$ cat src/asp_pkg.sv
// shared constants and types for the sample playback front end
package asp_pkg;

  // ****************************************
  // register map
  // ****************************************
  localparam logic [7:0] REG_CTRL = 8'h00;
  localparam logic [7:0] REG_START = 8'h04;
  localparam logic [7:0] REG_LOOP_START = 8'h08;
  localparam logic [7:0] REG_LOOP_END = 8'h0c;
  localparam logic [7:0] REG_STATUS = 8'h10;
  localparam logic [7:0] REG_ENC_IN = 8'h14;
  localparam logic [7:0] REG_ENC_CODE = 8'h18;
  localparam logic [7:0] REG_DEC_STATE = 8'h1c;

  // control register fields
  localparam int CTRL_KEY_ON_BIT = 0;
  localparam int CTRL_LOOP_BIT = 1;
  localparam int CTRL_FMT_LSB = 2;
  localparam int CTRL_KEY_OFF_BIT = 4;
  localparam int CTRL_ENC_CLR_BIT = 5;

  // sample_format_select codes
  localparam logic [1:0] FMT_PCM16 = 2'h0;
  localparam logic [1:0] FMT_PCM8 = 2'h1;
  localparam logic [1:0] FMT_ADPCM = 2'h2;
  localparam logic [1:0] FMT_ADPCM_LONG = 2'h3;

  // ****************************************
  // codec constants
  // ****************************************
  localparam logic [14:0] WIDTH_INIT = 15'h007f;
  localparam logic [14:0] WIDTH_MAX = 15'h6000;
  localparam logic [14:0] WIDTH_MIN = 15'h007f;
  localparam logic [15:0] PRED_INIT = 16'h0000;
  // width factors scaled by 256 and truncated, only F_GROW2 exact
  localparam logic [9:0] F_SHRINK = 10'h0e6;
  localparam logic [9:0] F_GROW0 = 10'h133;
  localparam logic [9:0] F_GROW1 = 10'h199;
  localparam logic [9:0] F_GROW2 = 10'h200;
  localparam logic [9:0] F_GROW3 = 10'h266;
  localparam int FIFO_DEPTH = 8;

  typedef struct packed {
    logic signed [15:0] pred;
    logic [14:0] width;
  } asp_codec_type;

  localparam asp_codec_type CODEC_INIT = '{pred: PRED_INIT, width: WIDTH_INIT};

endpackage

$ cat src/asp_fifo.sv
// sample fifo with registered output stage
module asp_fifo #(
  parameter int WIDTH = 16,
  parameter int DEPTH = 8
) (
  input wire logic i_clk,
  input wire logic i_rst,
  input wire logic i_ce,
  input wire logic i_in_valid,
  output logic o_in_ready,
  input wire logic [WIDTH-1:0] i_in_data,
  output logic o_out_valid,
  input wire logic i_out_ready,
  output logic [WIDTH-1:0] o_out_data
);
  localparam int AW = (DEPTH > 1) ? $clog2(DEPTH) : 1;
  localparam logic [AW:0] FULL = (AW+1)'(DEPTH);

  logic [WIDTH-1:0] mem [DEPTH];
  logic [AW-1:0] wp, rp;
  logic [AW:0] cnt;
  logic push, pop;

  // honest full: ready only while storage has room
  assign o_in_ready = cnt != FULL;
  assign push = i_in_valid && o_in_ready;
  assign pop = (cnt != '0) && (!o_out_valid || i_out_ready);

  function automatic logic [AW-1:0] wrap_inc(input logic [AW-1:0] p);
    return (p == AW'(DEPTH - 1)) ? '0 : p + AW'(1);
  endfunction

  always_ff @(posedge i_clk) begin
    if (i_ce && push) begin
      mem[wp] <= i_in_data;
    end
  end

  always_ff @(posedge i_clk or posedge i_rst) begin
    if (i_rst) begin
      wp <= '0;
      rp <= '0;
      cnt <= '0;
      o_out_valid <= 1'b0;
      o_out_data <= '0;
    end else if (i_ce) begin
      if (push) wp <= wrap_inc(wp);
      if (pop) rp <= wrap_inc(rp);
      cnt <= cnt + (AW+1)'(push) - (AW+1)'(pop);
      if (pop) begin
        o_out_valid <= 1'b1;
        o_out_data <= mem[rp];
      end else if (i_out_ready) begin
        o_out_valid <= 1'b0;
      end
    end
  end
endmodule // asp_fifo

$ cat src/asp_playback.sv
// sample fetch, unpack, loop addressing and adpcm codec
// Contract
// - unpack nibbles, bytes or words, low first
// - loop off: one sample per step, stop
// - loop on: repeat loop region forever
// - loop start value equals loop end value
// - adpcm decoding starts only at key-on
// - four-bit code expands to sixteen-bit sample
// - encoder sign bit set when difference negative
// - encoder magnitude from quarter-width thresholds
// - decoded value adds signed scaled width
// - width scaled by magnitude-selected factor
// - codec starts at zero and width 127
// - width clamped at 24576
module asp_playback #(
  parameter int FIFO_DEPTH = asp_pkg::FIFO_DEPTH
) (
  input wire logic I_CLK,
  input wire logic I_RST,
  input wire logic I_CE,
  input wire logic [7:0] I_ADDR,
  input wire logic [31:0] I_WDATA,
  input wire logic I_WR,
  input wire logic I_RD,
  output logic [31:0] O_RDATA,
  input wire logic I_STEP,
  output logic O_MEM_REQ,
  output logic [21:0] O_MEM_ADDR,
  input wire logic I_MEM_ACK,
  input wire logic [15:0] I_MEM_DATA,
  output logic O_SMP_VALID,
  output logic [15:0] O_SMP_DATA,
  input wire logic I_SMP_READY,
  output logic O_PLAYING
);
  typedef enum logic [1:0] {ST_IDLE, ST_WAIT, ST_FETCH, ST_PUSH} asp_state_type;

  // ****************************************
  // codec arithmetic
  // ****************************************
  function automatic asp_pkg::asp_codec_type codec_step(
    input asp_pkg::asp_codec_type s, input logic [3:0] code);
    logic [18:0] prod;
    logic [15:0] inc;
    logic [17:0] sum;
    logic [9:0] f;
    logic [23:0] wprod;
    logic [15:0] wnew;
    asp_pkg::asp_codec_type r;
    // (mag/4 + 1/8) * width, as (2*mag + 1) * width / 8
    prod = 19'(s.width) * 19'({code[2:0], 1'b1});
    inc = prod[18:3];
    sum = code[3] ? 18'(s.pred) - {2'b00, inc} : 18'(s.pred) + {2'b00, inc};
    if (sum[17:15] == 3'b000 || sum[17:15] == 3'b111) begin
      r.pred = sum[15:0];
    end else begin
      r.pred = sum[17] ? 16'h8000 : 16'h7fff;
    end
    case (code[2:0])
      3'h4: f = asp_pkg::F_GROW0;
      3'h5: f = asp_pkg::F_GROW1;
      3'h6: f = asp_pkg::F_GROW2;
      3'h7: f = asp_pkg::F_GROW3;
      default: f = asp_pkg::F_SHRINK;
    endcase
    wprod = 24'(s.width) * 24'(f);
    wnew = wprod[23:8];
    // lower clamp keeps the width from collapsing to zero
    // width upper clamp
    if (wnew > 16'(asp_pkg::WIDTH_MAX)) begin
      r.width = asp_pkg::WIDTH_MAX;
    end else if (wnew < 16'(asp_pkg::WIDTH_MIN)) begin
      r.width = asp_pkg::WIDTH_MIN;
    end else begin
      r.width = wnew[14:0];
    end
    return r;
  endfunction

  // ****************************************
  // state
  // ****************************************
  logic loop_on;
  logic [1:0] fmt;
  logic [22:0] start_addr;
  logic [15:0] loop_start;
  logic [15:0] loop_end;
  logic [15:0] idx;
  asp_state_type state, next_state;
  logic step_pend;
  logic [15:0] smp_word;
  asp_pkg::asp_codec_type dec, enc;
  logic [3:0] enc_code;
  logic fifo_in_ready;

  // ****************************************
  // register decode
  // ****************************************
  logic wr_ctrl, key_on, key_off, enc_clr, wr_enc;
  assign wr_ctrl = I_WR && I_ADDR == asp_pkg::REG_CTRL;
  assign key_on = wr_ctrl && I_WDATA[asp_pkg::CTRL_KEY_ON_BIT];
  assign key_off = wr_ctrl && I_WDATA[asp_pkg::CTRL_KEY_OFF_BIT];
  assign enc_clr = wr_ctrl && I_WDATA[asp_pkg::CTRL_ENC_CLR_BIT];
  assign wr_enc = I_WR && I_ADDR == asp_pkg::REG_ENC_IN;

  always_ff @(posedge I_CLK or posedge I_RST) begin
    if (I_RST) begin
      loop_on <= 1'b0;
      fmt <= asp_pkg::FMT_PCM16;
      start_addr <= '0;
      loop_start <= '0;
      loop_end <= '0;
    end else if (I_CE && I_WR) begin
      if (wr_ctrl) begin
        loop_on <= I_WDATA[asp_pkg::CTRL_LOOP_BIT];
        fmt <= I_WDATA[asp_pkg::CTRL_FMT_LSB +: 2];
      end
      if (I_ADDR == asp_pkg::REG_START) start_addr <= I_WDATA[22:0];
      if (I_ADDR == asp_pkg::REG_LOOP_START) loop_start <= I_WDATA[15:0];
      if (I_ADDR == asp_pkg::REG_LOOP_END) loop_end <= I_WDATA[15:0];
    end
  end

  // ****************************************
  // fetch addressing and unpacking
  // ****************************************
  logic [15:0] word_off, nib_shift, fetched, next_idx;
  logic [7:0] byte_sel;
  logic [21:0] next_mem_addr;
  logic got_word, push_done, at_end, take_step, next_pend;
  asp_pkg::asp_codec_type dec_next;

  assign word_off = (fmt == asp_pkg::FMT_PCM16) ? idx :
                    (fmt == asp_pkg::FMT_PCM8) ? {1'b0, idx[15:1]} : {2'b00, idx[15:2]};
  assign next_mem_addr = start_addr[22:1] + {6'h00, word_off};
  assign nib_shift = I_MEM_DATA >> {idx[1:0], 2'b00};
  assign byte_sel = idx[0] ? I_MEM_DATA[15:8] : I_MEM_DATA[7:0];
  assign dec_next = codec_step(dec, nib_shift[3:0]);
  // eight-bit samples are left-justified into the sixteen-bit path
  assign fetched = (fmt == asp_pkg::FMT_PCM16) ? I_MEM_DATA :
                   (fmt == asp_pkg::FMT_PCM8) ? {byte_sel, 8'h00} : dec_next.pred;

  assign got_word = state == ST_FETCH && I_MEM_ACK;
  assign push_done = state == ST_PUSH && fifo_in_ready;
  assign at_end = idx == loop_end;
  // start sample skipped, it equals the end sample
  assign next_idx = at_end ? loop_start + 16'h0001 : idx + 16'h0001;
  assign take_step = state == ST_WAIT && (step_pend || I_STEP);
  // a step arriving while busy is held, not lost
  assign next_pend = (step_pend && !take_step) || (I_STEP && !(take_step && !step_pend));

  always_comb begin
    next_state = state;
    case (state)
      ST_IDLE: next_state = ST_IDLE;
      ST_WAIT: if (take_step) next_state = ST_FETCH;
      ST_FETCH: if (I_MEM_ACK) next_state = ST_PUSH;
      ST_PUSH: if (fifo_in_ready) next_state = (at_end && !loop_on) ? ST_IDLE : ST_WAIT;
      default: next_state = ST_IDLE;
    endcase
    if (key_on) begin
      next_state = ST_WAIT;
    end else if (key_off) begin
      next_state = ST_IDLE;
    end
  end

  always_ff @(posedge I_CLK or posedge I_RST) begin
    if (I_RST) begin
      state <= ST_IDLE;
      step_pend <= 1'b0;
      O_MEM_REQ <= 1'b0;
      O_MEM_ADDR <= '0;
      O_PLAYING <= 1'b0;
    end else if (I_CE) begin
      state <= next_state;
      step_pend <= key_on ? 1'b0 : next_pend;
      O_MEM_REQ <= next_state == ST_FETCH;
      if (state != ST_FETCH) O_MEM_ADDR <= next_mem_addr;
      O_PLAYING <= next_state != ST_IDLE;
    end
  end

  always_ff @(posedge I_CLK or posedge I_RST) begin
    if (I_RST) begin
      idx <= '0;
      smp_word <= '0;
    end else if (I_CE) begin
      if (key_on) idx <= '0;
      else if (push_done) idx <= next_idx;
      if (got_word) smp_word <= fetched;
    end
  end

  always_ff @(posedge I_CLK or posedge I_RST) begin
    if (I_RST) begin
      dec <= asp_pkg::CODEC_INIT;
    end else if (I_CE) begin
      if (key_on) dec <= asp_pkg::CODEC_INIT;
      else if (got_word && fmt[1]) dec <= dec_next;
    end
  end

  // ****************************************
  // encoder
  // ****************************************
  logic [16:0] enc_diff, enc_abs;
  logic [6:0] enc_cmp;
  logic [2:0] enc_mag;
  logic [3:0] next_enc_code;

  assign enc_diff = 17'({I_WDATA[15], I_WDATA[15:0]}) - 17'({enc.pred[15], enc.pred});
  assign enc_abs = enc_diff[16] ? 17'h00000 - enc_diff : enc_diff;

  for (genvar k = 1; k <= 7; k++) begin : g_thr
    assign enc_cmp[k-1] = {enc_abs, 2'b00} >= 19'(enc.width) * 19'(k);
  end

  always_comb begin
    enc_mag = 3'h0;
    for (int j = 0; j < 7; j++) begin
      if (enc_cmp[j]) enc_mag = 3'(j + 1);
    end
  end

  assign next_enc_code = {enc_diff[16], enc_mag};

  always_ff @(posedge I_CLK or posedge I_RST) begin
    if (I_RST) begin
      enc <= asp_pkg::CODEC_INIT;
      enc_code <= '0;
    end else if (I_CE) begin
      if (enc_clr) begin
        enc <= asp_pkg::CODEC_INIT;
      end else if (wr_enc) begin
        enc <= codec_step(enc, next_enc_code);
        enc_code <= next_enc_code;
      end
    end
  end

  // ****************************************
  // read back and output buffer
  // ****************************************
  logic [31:0] rd_mux;
  assign rd_mux =
    (I_ADDR == asp_pkg::REG_CTRL) ? {28'h0000000, fmt, loop_on, 1'b0} :
    (I_ADDR == asp_pkg::REG_START) ? {9'h000, start_addr} :
    (I_ADDR == asp_pkg::REG_LOOP_START) ? {16'h0000, loop_start} :
    (I_ADDR == asp_pkg::REG_LOOP_END) ? {16'h0000, loop_end} :
    (I_ADDR == asp_pkg::REG_STATUS) ? {15'h0000, state != ST_IDLE, idx} :
    (I_ADDR == asp_pkg::REG_ENC_CODE) ? {enc.pred, 12'h000, enc_code} :
    (I_ADDR == asp_pkg::REG_DEC_STATE) ? {dec.pred, 1'b0, dec.width} : 32'h00000000;

  always_ff @(posedge I_CLK or posedge I_RST) begin
    if (I_RST) O_RDATA <= '0;
    else if (I_CE) O_RDATA <= I_RD ? rd_mux : 32'h00000000;
  end

  // a full buffer stalls the fetch engine in the push state
  asp_fifo #(.WIDTH(16), .DEPTH(FIFO_DEPTH)) u_fifo (
    .i_clk(I_CLK),
    .i_rst(I_RST),
    .i_ce(I_CE),
    .i_in_valid(state == ST_PUSH),
    .o_in_ready(fifo_in_ready),
    .i_in_data(smp_word),
    .o_out_valid(O_SMP_VALID),
    .i_out_ready(I_SMP_READY),
    .o_out_data(O_SMP_DATA)
  );
endmodule // asp_playback

$ cat config.mk
export PLATFORM = sky130hd
export DESIGN_NAME = asp_playback
export DESIGN_NICKNAME = d
export VERILOG_FILES = /design/src/asp_pkg.sv /design/src/asp_fifo.sv /design/src/asp_playback.sv
export SDC_FILE = /design/constraint.sdc
export NUM_CORES = 2
export LEC_CHECK = 0
export ABC_AREA = 1
export BUFFER_PORTS_ARGS = -buffer_cell sky130_fd_sc_hd__buf_2
export CAP_MARGIN = 30
export CORE_ASPECT_RATIO = 0.6
export CORE_UTILIZATION = 65
export CTS_BUF_LIST = sky130_fd_sc_hd__clkbuf_4
export DETAILED_ROUTE_END_ITERATION = 10
export GPL_ROUTABILITY_DRIVEN = 0
export PLACE_DENSITY = 0.8
export REMOVE_ABC_BUFFERS = 1
export SLEW_MARGIN = 20
export SYNTH_ARGS = -nofsm -noshare
export SYNTH_HDL_FRONTEND = slang
export SYNTH_HIERARCHICAL = 1
export SYNTH_SLANG_ARGS = --single-unit
$ cat constraint.sdc
create_clock -name I_CLK -period 12.5 [get_ports I_CLK]
set_input_delay 1.25 -clock I_CLK [delete_from_list [all_inputs] [get_ports I_CLK]]
set_output_delay 1.25 -clock I_CLK [all_outputs]
set_load 0.01 [all_outputs]
==> reports/results.tsv <==
stage	metric	value	unit
route	top sig layer	met4	
worst_setup_path	Top cell by count, worst path	nand2_1	
route	final wirelength	108900	um
logic_synthesis	Yosys warnings	6	
floorplan	Initial Util	0.6644	
clock_tree	CTS tree	yes	
run_status	status	complete, no violations	
floorplan	Die X	311.8	um
timing	fin crit share	0.9442	
logic_synthesis	Mapped Area	37430	um2
floorplan	core area	56330	um2
finish	leading cell type in the layout, fill and taps excluded	nand2_1	
route	Met3 Wirelength	16950	um
logic_synthesis	FF+latch count, synth	370	
finish	Seq. cell area	9941	um2
clock_tree	clk_lat worst skew	0.84	ns
logic_synthesis	syn avg cell area	7.929	um2
clock_tree	CTS Buf Count	88	
clock_tree	H-tree Lvls	3	
worst_setup_path	Worst Setup End Kind	flip-flop	
clock_tree	clock sinks	370	
logic_synthesis	Netlist cell types	68	
worst_setup_path	CP max stage delay	0.55	ns
logic_synthesis	Post-synth EDFFs	128	
route	vias	33677	
worst_setup_path	Bufs and invs on worst path	17	
finish	multi-input logic area	23950	um2
finish	Area growth, synth to finish	8.317	%
floorplan	Die Y	187.9	um
timing	Worst Clk Skew	0.06304	ns
finish	Final Util	0.7196	
grt	first-pass GRT wire length	171300	um
worst_setup_path	type of the worst setup path	in2reg	
finish	number of fill cells	4450	
route	DR iter-0 viols	4262	
worst_setup_path	Critical Path Fanout Max	13	
logic_synthesis	Synth Instances	4720	
clock_tree	clock slew at reported path FFs	0.08	ns
floorplan	IO Pins	137	
route	DRT Pass-1 Iters	6	
worst_setup_path	cell family with most CP delay	adder cells	
clock_tree	CTS Buffer Depth	3	
route	M1 WL	47800	um
grt	largest net degree at the start of global routing	89	
run	max cap viols	0	
grt	vias in the first global route	31324	
timing	Hold Fails Final Rpt	0	
route	WL/cell	18.98	um
worst_setup_path	critical path's slowest cell	fa_1	
grt	initial antenna violation count	4	
route	vias per cell	5.870	
grt	Tot GR Track Use	0.3731	
timing	Period minus WS final	11.80	ns
clock_tree	clock root cell	clkbuf_4	
route	ANT nets after route	0	
worst_setup_path	data arrival time of the worst path	12.58	ns
worst_setup_path	Worst setup SP type	input port	
clock_tree	hold_buf cts	0	
worst_setup_path	R2R setup slack	0.72	ns
placed_design	IO buf count	127	
floorplan	site row count	67	
timing	fmax	0.08473	GHz
timing	endpoints failing setup	0	
worst_setup_path	worst path required time	13.27	ns
timing	final max-slew violation count	0	
timing	Worst Tran Pin Value	0.9703	ns
timing	Slew headroom	0.3508	
logic_synthesis	post-synthesis async set-or-reset flop share	0.6541	
finish	most frequent cells in the layout	1046 x nand2_1, 809 x inv_1, 393 x ha_1	
finish	share of layout cells above drive strength 1	0.09530	
floorplan	Die Footprint	58580	um2
route	# DRC	0	
placed_design	DPL Wire Length	84320	um
grt	GR Overflow Total	0	
logic_synthesis	Seq/Total Area, Yosys	0.2650	
hold_path	worst hold path type	in2async	
finish	Nets	5638	
route	WL met2	41090	um
logic_synthesis	top_reg_cell synth	dfrtp_1	
==> cells in the mapped netlist (all sizes together) (3+ instances only) <==
master / n / area (um2)
edfxtp: 128 / 3844
nand3: 288 / 1461
and3: 3 / 18.77
and2: 7 / 43.79
inv: 825 / 3097
nand4: 29 / 187.7
a211oi: 16 / 120.1
a2bb2oi: 10 / 87.58
a32oi: 4 / 35.03
clkbuf: 74 / 279.0
o22ai: 27 / 168.9
dfstp: 14 / 367.9
buf: 45 / 274.0
or2: 20 / 125.1
o21ai: 265 / 1330
xor2: 118 / 1041
o21a: 5 / 37.54
o211ai: 8 / 60.06
nor3: 39 / 200.2
o31ai: 13 / 97.59
o221ai: 14 / 122.6
fa: 275 / 5505
a221oi: 4 / 35.03
nor2: 304 / 1159
a31o: 5 / 43.79
a21o: 9 / 67.56
nor3b: 4 / 30.03
clkinv: 8 / 30.03
nand3b: 8 / 60.06
o21bai: 32 / 240.2
nor4: 15 / 93.84
nand2: 1065 / 4048
ha: 393 / 4917
dfrtp: 228 / 5705
a21oi: 297 / 1498
a31oi: 26 / 162.7
xnor2: 69 / 604.3
o32ai: 7 / 61.31
==> what timing repair did <==
item,CTS,global route
setup buffers,0,8
hold endpoints to repair,0,0
resized for setup,0,30
setup endpoints to repair,0,31
==> metrics by stage <==
| stage | setup slack [ns] | cell area [um2] | hold WS [ns] | setup TNS (ns) | cells |
|---|---|---|---|---|---|
| floorplan | 1.021 | 36870 | 0.4479 | 0 | 4601 |
| global placement | 0.2990 | 39050 | 0.4523 | 0 | 5558 |
| detailed placement | -0.06259 | 39100 | 0.4612 | -0.7040 | 5562 |
| CTS | 0.4684 | 40280 | 0.3866 | 0 | 5720 |
| global route | -0.06790 | 40540 | 0.3897 | -0.1757 | 5735 |
| finish | 0.6976 | 40540 | 0.4382 | 0 | 5737 |
==> layer usage <==
| layer | vias to the layer above | global-route usage |
|---|---|---|
| li1 | 15703 | - |
| met1 | 15633 | 0.5770 |
| met2 | 2114 | 0.4831 |
| met3 | 227 | 0.1317 |
| met4 | 0 | 0.1048 |
| met5 | - | 0 |
==> worst register-to-register path, delay by kind of cell (launching register included) <==
| family | cells | cell delay [ns] |
|---|---|---|
| fa+ha+maj | 9 | 3.77 |
| simple gates | 22 | 2.44 |
| xor+xnor | 2 | 0.27 |
| compound gates | 19 | 3.25 |
| buf+inv | 13 | 1.21 |
| flops | 1 | 0.76 |
==> layout make-up <==
class	instances	area share
tap	759	0.02343
clock buffer	138	0.02555
clock inverter	20	0.003518
antenna	4	0.0002469
multi-input combinational	3398	0.5908
timing repair buffer	215	0.03383
inverter	833	0.07741
sequential	370	0.2452
==> cells by family (layout without fill, tap and decap cells) <==
kind of cell / Yosys count / in the layout / share of synthesized area
other cells: 0 / 4 / 0
flops: 370 / 370 / 0.2650
compound gates: 757 / 757 / 0.1148
fa+ha+maj: 668 / 668 / 0.2785
simple gates: 1784 / 1784 / 0.1989
xor+xnor: 187 / 187 / 0.04396
mux: 2 / 2 / 0.0006017
buf+inv: 952 / 1206 / 0.09832
==> path summary, 6_finish.rpt <==
check,end,cells after the start,startpoint
min in group I_CLK,u_fifo/o_out_data[8],2,u_fifo/o_out_data[8]
worst min register to register,u_fifo/o_out_data[8],2,u_fifo/o_out_data[8]
worst max register to register,enc[6],65,enc[4]
max in group asynchronous,O_RDATA[21],3,I_RST
worst max-delay path,enc[6],70,I_WDATA[0]
worst min-delay path,u_fifo/cnt[0],2,I_RST
==> sequential cells by signal, indices dropped and copies added, names as in the netlist, 16 cells and up <==
name / cells
idx: 16
loop_end: 16
loop_start: 16
O_MEM_ADDR: 22
u_fifo/mem: 128
smp_word: 16
enc: 31
dec: 31
u_fifo/o_out_data: 16
O_RDATA: 32
start_addr: 23
Power is not shown: default switching activity piles up to over one toggle a cycle in this logic, so the estimate is an artifact.
